`src/common/edcm_map.vh`:
```
// How it works
// - Threshold is a 7-bit magnitude in bits 6..0, bit 7 unused.
// - Threshold low four bits are step, upper three bits are chord.
// - Result bit 7 shows last side crossed: 1 above high, 0 below low.
// - Result bits 6..0 hold duration in 4 ms units, 0 to 508 ms.
// - Timer starts when the envelope crosses a threshold.
// - Opposite crossing updates the side flag and raises an interrupt.
// - Opposite crossing copies the running timer into the count field.
// - Steady signal raises an interrupt when the timer reaches all ones.
// - Maximum-count interrupt leaves the side flag unchanged.
// - Result registers are read-only at 013h and 016h, zero after reset.
// - Thresholds at 012h, 014h, 015h are read/write, reset to zero.
// - Detector B has its own timer, flag and result, same behaviour.
// - Channel for A comes from location 71h, for B from 72h.
// - Clearing an enable bit holds that detector in reset.
// - Detector A low threshold is read/write at 011h, reset zero.
`ifndef EDCM_MAP_VH
`define EDCM_MAP_VH

// Register indices; byte address is four times the index
`define EDCM_CTRL_IDX 10'h010
`define EDCM_A_LOW_IDX 10'h011
`define EDCM_A_HIGH_IDX 10'h012
`define EDCM_A_RES_IDX 10'h013
`define EDCM_B_LOW_IDX 10'h014
`define EDCM_B_HIGH_IDX 10'h015
`define EDCM_B_RES_IDX 10'h016
`define EDCM_A_CHAN_IDX 10'h071
`define EDCM_B_CHAN_IDX 10'h072

// Field positions
`define EDCM_EN_A_BIT 0
`define EDCM_EN_B_BIT 1
`define EDCM_FLAG_A_BIT 2
`define EDCM_FLAG_B_BIT 3
`define EDCM_THR_MSB 6
`define EDCM_SIDE_BIT 7
`define EDCM_CNT_MSB 6

// Reset values
`define EDCM_THR_RST 7'h00
`define EDCM_RES_RST 8'h00
`define EDCM_CTRL_RST 2'h0
`define EDCM_CHAN_RST 8'h00
`define EDCM_CNT_ZERO 7'h00
`define EDCM_CNT_MAX 7'h7F

// Timing
`define EDCM_TICK_US 4000
`define EDCM_CLK_MHZ 100

// AHB codes
`define EDCM_HSIZE_WORD 3'h2
`define EDCM_HRESP_OKAY 1'h0

`endif

```
`src/core/edcm_top.v`:
```
`timescale 1ns/100ps
`default_nettype none
`include "edcm_map.vh"

module edcm_det (
    input wire mclk,
    input wire rst,
    input wire enable,
    input wire tick,
    input wire sample_strobe,
    input wire [6:0] envelope,
    input wire [6:0] low_thr,
    input wire [6:0] high_thr,
    output reg [7:0] result_reg,
    output reg irq_reg,
    output reg flag_reg
);
    localparam [1:0] ST_WAIT = 2'b01;
    localparam [1:0] ST_TIME = 2'b10;

    reg [1:0] state_reg;
    reg [6:0] count_reg;
    reg side_reg;
    reg maxed_reg;
    reg [6:0] peak_reg;

    wire above = envelope > high_thr;
    wire below = envelope < low_thr;

    always @(posedge mclk or posedge rst) begin
        if (rst) begin
            state_reg <= ST_WAIT;
            count_reg <= `EDCM_CNT_ZERO;
            side_reg <= 1'b0;
            maxed_reg <= 1'b0;
            peak_reg <= `EDCM_THR_RST;
            result_reg <= `EDCM_RES_RST;
            irq_reg <= 1'b0;
            flag_reg <= 1'b0;
        end else if (!enable) begin
            // Held in reset
            state_reg <= ST_WAIT;
            count_reg <= `EDCM_CNT_ZERO;
            side_reg <= 1'b0;
            maxed_reg <= 1'b0;
            peak_reg <= `EDCM_THR_RST;
            result_reg <= `EDCM_RES_RST;
            irq_reg <= 1'b0;
            flag_reg <= 1'b0;
        end else begin
            irq_reg <= 1'b0;
            if (sample_strobe) begin
                peak_reg <= envelope;
            end
            if (tick && state_reg == ST_TIME && count_reg != `EDCM_CNT_MAX) begin
                count_reg <= count_reg + 7'h01;
            end
            case (state_reg)
                ST_WAIT: begin
                    if (sample_strobe && above) begin
                        side_reg <= 1'b1;
                        flag_reg <= 1'b1;
                        count_reg <= `EDCM_CNT_ZERO;
                        state_reg <= ST_TIME;
                    end else if (sample_strobe && below) begin
                        side_reg <= 1'b0;
                        flag_reg <= 1'b0;
                        count_reg <= `EDCM_CNT_ZERO;
                        state_reg <= ST_TIME;
                    end
                end
                ST_TIME: begin
                    if (sample_strobe && ((above && !side_reg) || (below && side_reg))) begin
                        result_reg[`EDCM_SIDE_BIT] <= ~side_reg;
                        result_reg[`EDCM_CNT_MSB:0] <= count_reg;
                        side_reg <= ~side_reg;
                        flag_reg <= ~side_reg;
                        count_reg <= `EDCM_CNT_ZERO;
                        maxed_reg <= 1'b0;
                        irq_reg <= 1'b1;
                    end else if (count_reg == `EDCM_CNT_MAX && !maxed_reg) begin
                        result_reg[`EDCM_CNT_MSB:0] <= `EDCM_CNT_MAX;
                        maxed_reg <= 1'b1;
                        irq_reg <= 1'b1;
                    end
                end
                default: begin
                    state_reg <= ST_WAIT;
                end
            endcase
        end
    end
endmodule // edcm_det

module edcm_top #(
    parameter TICK_CYCLES = `EDCM_TICK_US * `EDCM_CLK_MHZ
) (
    input wire mclk,
    input wire rst,
    input wire hsel,
    input wire [31:0] haddr,
    input wire [1:0] htrans,
    input wire hwrite,
    input wire [2:0] hsize,
    input wire hready,
    input wire [31:0] hwdata,
    output reg [31:0] hrdata,
    output wire hreadyout,
    output wire hresp,
    input wire pcm_valid,
    input wire [7:0] pcm_channel,
    input wire [7:0] pcm_data,
    output wire irq_a,
    output wire irq_b
);
    reg [1:0] ctrl_reg;
    reg [1:0] ctrl_next;
    reg [6:0] a_low_reg;
    reg [6:0] a_low_next;
    reg [6:0] a_high_reg;
    reg [6:0] a_high_next;
    reg [6:0] b_low_reg;
    reg [6:0] b_low_next;
    reg [6:0] b_high_reg;
    reg [6:0] b_high_next;
    reg [7:0] a_chan_reg;
    reg [7:0] a_chan_next;
    reg [7:0] b_chan_reg;
    reg [7:0] b_chan_next;
    reg [9:0] idx_reg;
    reg wr_pend_reg;
    reg [31:0] rd_word;
    reg [19:0] div_reg;
    reg tick_reg;
    reg [6:0] env_a_reg;
    reg [6:0] env_b_reg;
    reg strobe_a_reg;
    reg strobe_b_reg;
    wire [7:0] res_a;
    wire [7:0] res_b;
    wire flag_a;
    wire flag_b;

    // Sample of a watched channel is present
    function chan_hit;
        input valid;
        input [7:0] chan;
        input [7:0] watched;
        begin
            chan_hit = valid && (chan == watched);
        end
    endfunction

    // Threshold code padded to a bus word
    function [31:0] thr_word;
        input [6:0] code;
        begin
            thr_word = {25'h0000000, code};
        end
    endfunction

    // Byte register padded to a bus word
    function [31:0] byte_word;
        input [7:0] value;
        begin
            byte_word = {24'h000000, value};
        end
    endfunction

    wire hit_a = chan_hit(pcm_valid, pcm_channel, a_chan_reg);
    wire hit_b = chan_hit(pcm_valid, pcm_channel, b_chan_reg);

    wire addr_phase = hsel && hready && htrans[1] && hsize == `EDCM_HSIZE_WORD;

    assign hreadyout = 1'b1;
    assign hresp = `EDCM_HRESP_OKAY;

    // Bus address phase capture
    always @(posedge mclk or posedge rst) begin
        if (rst) begin
            idx_reg <= 10'h000;
            wr_pend_reg <= 1'b0;
            hrdata <= 32'h00000000;
        end else if (hready) begin
            idx_reg <= haddr[11:2];
            wr_pend_reg <= addr_phase && hwrite;
            if (addr_phase && !hwrite) begin
                hrdata <= rd_word;
            end else begin
                hrdata <= 32'h00000000;
            end
        end
    end

    // Next register values while a write data phase stands
    always @* begin
        ctrl_next = ctrl_reg;
        a_low_next = a_low_reg;
        a_high_next = a_high_reg;
        b_low_next = b_low_reg;
        b_high_next = b_high_reg;
        a_chan_next = a_chan_reg;
        b_chan_next = b_chan_reg;
        if (wr_pend_reg) begin
            case (idx_reg)
                `EDCM_CTRL_IDX: ctrl_next = hwdata[`EDCM_EN_B_BIT:`EDCM_EN_A_BIT];
                `EDCM_A_LOW_IDX: a_low_next = hwdata[`EDCM_THR_MSB:0];
                `EDCM_A_HIGH_IDX: a_high_next = hwdata[`EDCM_THR_MSB:0];
                `EDCM_B_LOW_IDX: b_low_next = hwdata[`EDCM_THR_MSB:0];
                `EDCM_B_HIGH_IDX: b_high_next = hwdata[`EDCM_THR_MSB:0];
                `EDCM_A_CHAN_IDX: a_chan_next = hwdata[7:0];
                `EDCM_B_CHAN_IDX: b_chan_next = hwdata[7:0];
                `EDCM_A_RES_IDX, `EDCM_B_RES_IDX: ctrl_next = ctrl_reg;
                default: ctrl_next = ctrl_reg;
            endcase
        end
    end

    // Register writes land at the end of the data phase
    always @(posedge mclk or posedge rst) begin
        if (rst) begin
            ctrl_reg <= `EDCM_CTRL_RST;
            a_low_reg <= `EDCM_THR_RST;
            a_high_reg <= `EDCM_THR_RST;
            b_low_reg <= `EDCM_THR_RST;
            b_high_reg <= `EDCM_THR_RST;
            a_chan_reg <= `EDCM_CHAN_RST;
            b_chan_reg <= `EDCM_CHAN_RST;
        end else begin
            ctrl_reg <= ctrl_next;
            a_low_reg <= a_low_next;
            a_high_reg <= a_high_next;
            b_low_reg <= b_low_next;
            b_high_reg <= b_high_next;
            a_chan_reg <= a_chan_next;
            b_chan_reg <= b_chan_next;
        end
    end

    // Read word from next values, so a write is seen by the read after it
    always @* begin
        rd_word = 32'h00000000;
        case (haddr[11:2])
            `EDCM_CTRL_IDX: rd_word = {28'h0000000, flag_b, flag_a, ctrl_next};
            `EDCM_A_LOW_IDX: rd_word = thr_word(a_low_next);
            `EDCM_A_HIGH_IDX: rd_word = thr_word(a_high_next);
            `EDCM_A_RES_IDX: rd_word = byte_word(res_a);
            `EDCM_B_LOW_IDX: rd_word = thr_word(b_low_next);
            `EDCM_B_HIGH_IDX: rd_word = thr_word(b_high_next);
            `EDCM_B_RES_IDX: rd_word = byte_word(res_b);
            `EDCM_A_CHAN_IDX: rd_word = byte_word(a_chan_next);
            `EDCM_B_CHAN_IDX: rd_word = byte_word(b_chan_next);
            default: rd_word = 32'h00000000;
        endcase
    end

    // 4 ms tick divider
    always @(posedge mclk or posedge rst) begin
        if (rst) begin
            div_reg <= 20'h00000;
            tick_reg <= 1'b0;
        end else if (div_reg == TICK_CYCLES[19:0] - 20'h00001) begin
            div_reg <= 20'h00000;
            tick_reg <= 1'b1;
        end else begin
            div_reg <= div_reg + 20'h00001;
            tick_reg <= 1'b0;
        end
    end

    // Channel selection and magnitude capture
    always @(posedge mclk or posedge rst) begin
        if (rst) begin
            env_a_reg <= `EDCM_THR_RST;
            env_b_reg <= `EDCM_THR_RST;
            strobe_a_reg <= 1'b0;
            strobe_b_reg <= 1'b0;
        end else begin
            strobe_a_reg <= hit_a;
            strobe_b_reg <= hit_b;
            if (hit_a) begin
                env_a_reg <= pcm_data[`EDCM_THR_MSB:0];
            end
            if (hit_b) begin
                env_b_reg <= pcm_data[`EDCM_THR_MSB:0];
            end
        end
    end

    edcm_det det_a (
        .mclk(mclk),
        .rst(rst),
        .enable(ctrl_reg[`EDCM_EN_A_BIT]),
        .tick(tick_reg),
        .sample_strobe(strobe_a_reg),
        .envelope(env_a_reg),
        .low_thr(a_low_reg),
        .high_thr(a_high_reg),
        .result_reg(res_a),
        .irq_reg(irq_a),
        .flag_reg(flag_a)
    );

    // Independent second detector
    edcm_det det_b (
        .mclk(mclk),
        .rst(rst),
        .enable(ctrl_reg[`EDCM_EN_B_BIT]),
        .tick(tick_reg),
        .sample_strobe(strobe_b_reg),
        .envelope(env_b_reg),
        .low_thr(b_low_reg),
        .high_thr(b_high_reg),
        .result_reg(res_b),
        .irq_reg(irq_b),
        .flag_reg(flag_b)
    );
endmodule // edcm_top

`default_nettype wire

```
`config.mk`:
```
export PLATFORM = sky130hd
export DESIGN_NAME = edcm_top
export DESIGN_NICKNAME = d
export VERILOG_FILES = /design/src/core/edcm_top.v
export VERILOG_INCLUDE_DIRS = /design/src /design/src/common
export SDC_FILE = /design/constraint.sdc
export NUM_CORES = 1
export LEC_CHECK = 0
export ABC_AREA = 0
export BUFFER_PORTS_ARGS = -buffer_cell sky130_fd_sc_hd__buf_2
export CAP_MARGIN = 40
export CORE_MARGIN = 4
export CORE_UTILIZATION = 50
export DETAILED_ROUTE_END_ITERATION = 7
export PLACE_DENSITY = 0.71
export SYNTH_ARGS = -nofsm -noshare
export SYNTH_HDL_FRONTEND = slang
export SYNTH_HIERARCHICAL = 1
export SYNTH_SLANG_ARGS = --single-unit
```
`constraint.sdc`:
```
create_clock -name mclk -period 4 [get_ports mclk]
set_input_delay 0.4 -clock mclk [delete_from_list [all_inputs] [get_ports mclk]]
set_output_delay 0.4 -clock mclk [all_outputs]
set_load 0.01 [all_outputs]
```
==> summary.md <==
The flow ran to the end, and the final reports show no timing, DRC or antenna violations. The time the worst path needs with I/O delays and setup was 2.68 ns; the global-route wire length before repair was 33800 um. The initial utilization of the core area, before any placement, comes to 51.1%.

The logs give 2 for the maximum buffer depth of the clock tree and 958 for the number of nets in the layout. In the final layout, the share of cells above drive strength 1 is 26.4%. The final setup violation count is 0, and the number of buffers inserted by post-CTS setup repair is 0. The worst endpoint required time was 4.27 ns; the number of antenna cells inserted was 0. The clock tree synthesis step divided the H-tree into 4 levels. Registers take 0.00356 mm2. Global routing used 21.8% of the available tracks across all layers. STA puts the critical path data arrival time at 2.95 ns. The run gives 142 as the number of sinks handled by clock tree synthesis. Row generation in the floorplan step produced 47 rows.

The synthesized netlist devotes 13.2% of its cell area to compound gates. At the placement stage, the worst setup path has a slack of 1.37 ns. The count of yosys warnings during synthesis came out at 6. The logs give 1066 for the final cell count without fillers and 0 for the number of antenna-violating nets in the routed design. The number of pins with negative max-slew slack in the final report was 0; the area of the core region was 0.0166 mm2. The post-synthesis instance area is 0.00847 mm2.

The number of flops mapped to enable cells by yosys is 0, and the peak ir drop on the vdd network is 287 uV. Entering global routing, the biggest net connects 39 pins. The run gives 6404 as the via count.

Post-CTS repair changed the size of 0 cells. In the routed layout, each cell is associated on average with a via count of 6.01. The hold-fix buffer count after cts came out at 0.

Summed over all layers, the global routing overflow is 0. The DRC marker count from the first detailed-route iteration came out at 591. The capturing element type of the critical path was a flip-flop. Measured along the y axis, the die boundary spans 138 um. The clock latency on the worst-skew pair was 0.42 ns; the proportion of synthesized chip area in sequential cells was 42.0%.

The number of clock buffers added by TritonCTS is 17. The layout has 1424 filler cells. The ratio of total power to cell area came out at 370 mW/mm2.

The endpoint of the lowest-slack register-to-register path was hrdata[5]. 127 I/O pins were placed. TritonCTS built the clock tree. In the synthesized netlist the dominant register cell turns out to be sky130_fd_sc_hd__dfrtp_1. Nature of the critical path startpoint: a flip-flop.

Clock tree synthesis selected as its root buffer the cell sky130_fd_sc_hd__clkbuf_16. After synthesis, the largest family of logic cells by area is simple AND/OR/NAND/NOR gates. The launch point of the worst reg-to-reg path was idx_reg[7]. The average instance in the mapped netlist occupies 10.9 um2.

The synthesized netlist devotes 18.6% of its cell area to simple gates. Across the routed clock network, the largest skew measured is 0.00757 ns. In this run the register-to-register setup slack is 1.32 ns. In this run the worst setup path begins at idx_reg[7]. The area growth from synthesis to layout is 12.5%. Category of the most critical setup path: reg -> reg. On the critical path, the stage with the largest delay is an instance of sky130_fd_sc_hd__and4bb_1.

The worst pin sits at a relative slew slack of 35.9%. The most critical setup path has its endpoint at hrdata[5]. After clock tree synthesis, the clock-pin slew on the worst setup and hold paths is 0.06 ns. The worst reg2reg path depth is 5.

For this run, the slowest stage of the critical path takes 0.67 ns. The area share of fa/ha/maj cells after synthesis came out at 4.87%. After detailed routing, the number of remaining DRC violations is 0. The run gives 88 as the distinct cell type count of the synthesized netlist.

For this design the static power due to leakage is 4.33 nW. The run gives 57.5% as the fraction of the core area covered by cells at the end of the flow. The total area of multi-input combinational cells was 0.00454 mm2. The count of port buffers added during placement came out at 52.

Area of the die: 0.0191 mm2. Dividing the final minimum period by the clock period gives 66.9%. After detailed placement, the design holds a cell count of 1035. Summed over all nets, the half-perimeter wirelength after detailed placement is 15100 um. The number of antenna violations at the first check in global routing was 0. The worst hold-check path type was in -> async.

The final hold violation count was 0; the critical-path maximum fanout was 11. In the final routed layout, each cell accounts on average for 19.3 um. Across the run, the number of max-cap violations was 0.

The critical path goes through and4bb_1, nand4_1, buf_4, a311oi_1, a41oi_1. Hold is met by 0.0263 ns. Of the total synthesized cell area, the portion taken by XOR and XNOR cells is 4.34%. The tools report the total detailed-routing wirelength as 20500 um. Setup total negative slack on the finished layout was measured at 0 ns. The upper clock frequency limit is 0.373 GHz, and the gate count after technology mapping is 780. The fraction of synthesis flops using an asynchronous set or reset pin works out to 100%. Setup repair after global routing left no endpoint under its margin. The first-pass iteration count of the detailed router is 8, and the measured slew at the worst slew-check pin is 0.960 ns. The flip-flop and latch count after synthesis was 142.

At the end of routability-driven placement, the weighted congestion stood at 0.904. Measured along the x axis, the die boundary spans 138 um. The portion of synthesized area spent on multiplexers is 11.2%. The register with the most flip-flops in the layout has 20 of them.

The run gives 6310 as the number of global-route vias before repair. For the worst path setup slack after routing, the log shows 1.32 ns.
-- cells in the final DEF (no fill, tap or decap), types with 11 or more instances in the layout --
cell | netlist | routed
sky130_fd_sc_hd__dfrtp_1 | 140 | 140
sky130_fd_sc_hd__mux2_2 | 67 | 67
sky130_fd_sc_hd__buf_2 | 3 | 53
sky130_fd_sc_hd__nand4_1 | 49 | 49
sky130_fd_sc_hd__inv_1 | 45 | 44
sky130_fd_sc_hd__nor2_1 | 34 | 34
sky130_fd_sc_hd__ha_1 | 33 | 33
sky130_fd_sc_hd__nand2_1 | 30 | 30
sky130_fd_sc_hd__xnor2_1 | 28 | 28
sky130_fd_sc_hd__conb_1 | 2 | 26
sky130_fd_sc_hd__a21oi_1 | 21 | 21
sky130_fd_sc_hd__nand3_1 | 20 | 20
sky130_fd_sc_hd__clkbuf_16 | 0 | 17
sky130_fd_sc_hd__mux2i_1 | 15 | 15
sky130_fd_sc_hd__xor2_1 | 14 | 14
sky130_fd_sc_hd__nor2b_1 | 13 | 13
sky130_fd_sc_hd__nor3_1 | 11 | 11
sky130_fd_sc_hd__and2_1 | 11 | 11
sky130_fd_sc_hd__and3_1 | 11 | 11
-- logic make-up (layout without fill, tap and decap cells) --
logic type | count (synthesis) | in the layout
simple gates | 247 | 247
flops | 142 | 142
compound gates | 131 | 131
buf+inv | 98 | 140
mux | 85 | 85
xor+xnor | 42 | 42
fa+ha+maj | 33 | 33
other cells | 2 | 26
-- report_power, final --
part / internal (W) / switching, W / leakage (nW)
clock network: 0.00107 / 0.000605 / 0.307
registers: 0.00148 / 0.0000531 / 1.83
logic: 0.000123 / 0.000186 / 2.20
total: 0.00268 / 0.000844 / 4.33
-- layer usage --
layer  routed length (um)  vias to the layer above  global-route usage, %
met2                 9680                      215                   34.6
met5                    0                        -                      0
met4                  398                        0                   6.24
met1                 9300                     3157                   30.2
li1                     -                     3000                      -
met3                 1170                       32                   4.90
-- worst max-delay path, delay by kind of cell, from the launching register on --
kind | cells | cell delay (ns)
flip-flops | 1 | 0.39
AO/OA/AOI/OAI | 2 | 0.49
buffers and inverters | 1 | 0.38
AND/OR/NAND/NOR | 2 | 1.26
-- metrics by stage --
step / total power [W] / cell area [um2]
finish: 0.00352 / 9530
global route: 0.00365 / 9530
CTS: 0.00354 / 9530
detailed placement: 0.00186 / 8910
global placement: 0.00185 / 8870
floorplan: 0.00177 / 8560
-- worst min-delay path by stage --
stage	startpoint	end	slack, ns	cells after the start
after floorplan	rst	det_a/count_reg[0]	0.36	1
after global routing	rst	div_reg[3]	0.08	2
final	rst	div_reg[3]	0.03	2
after detailed placement	div_reg[19]	div_reg[19]	0.47	1
after CTS	rst	div_reg[5]	0.05	2
after global placement	div_reg[19]	div_reg[19]	0.46	1
-- Yosys cell counts (8+ instances only) --
cell type,instances,area (um2)
sky130_fd_sc_hd__nand4_1,49,307
sky130_fd_sc_hd__dfrtp_1,140,3500
sky130_fd_sc_hd__xnor2_1,28,245
sky130_fd_sc_hd__a21oi_1,21,105
sky130_fd_sc_hd__mux2_2,67,754
sky130_fd_sc_hd__nor2_1,34,128
sky130_fd_sc_hd__and2_1,11,68.8
sky130_fd_sc_hd__o221a_2,10,113
sky130_fd_sc_hd__inv_1,45,169
sky130_fd_sc_hd__nor3b_1,8,60.1
sky130_fd_sc_hd__nor4_1,8,50.1
sky130_fd_sc_hd__and3_1,11,68.8
sky130_fd_sc_hd__nand2_1,30,113
sky130_fd_sc_hd__buf_4,28,210
sky130_fd_sc_hd__nor2b_1,13,81.3
sky130_fd_sc_hd__clkbuf_1,19,71.3
sky130_fd_sc_hd__ha_1,33,413
sky130_fd_sc_hd__mux2i_1,15,150
sky130_fd_sc_hd__o21ai_0,10,50.1
sky130_fd_sc_hd__nand3_1,20,100
sky130_fd_sc_hd__a221o_1,10,100
sky130_fd_sc_hd__nor3_1,11,55.1
sky130_fd_sc_hd__xor2_1,14,123
-- layout make-up --
cell class	count	area share [%]
clock buffer	21	4.83
multi-input combinational	564	47.7
sequential	142	37.3
inverter	45	1.80
clock inverter	10	1.69
timing repair buffer	64	3.82
tap	220	2.89
Note: power is estimated with default switching activity, not from simulation.
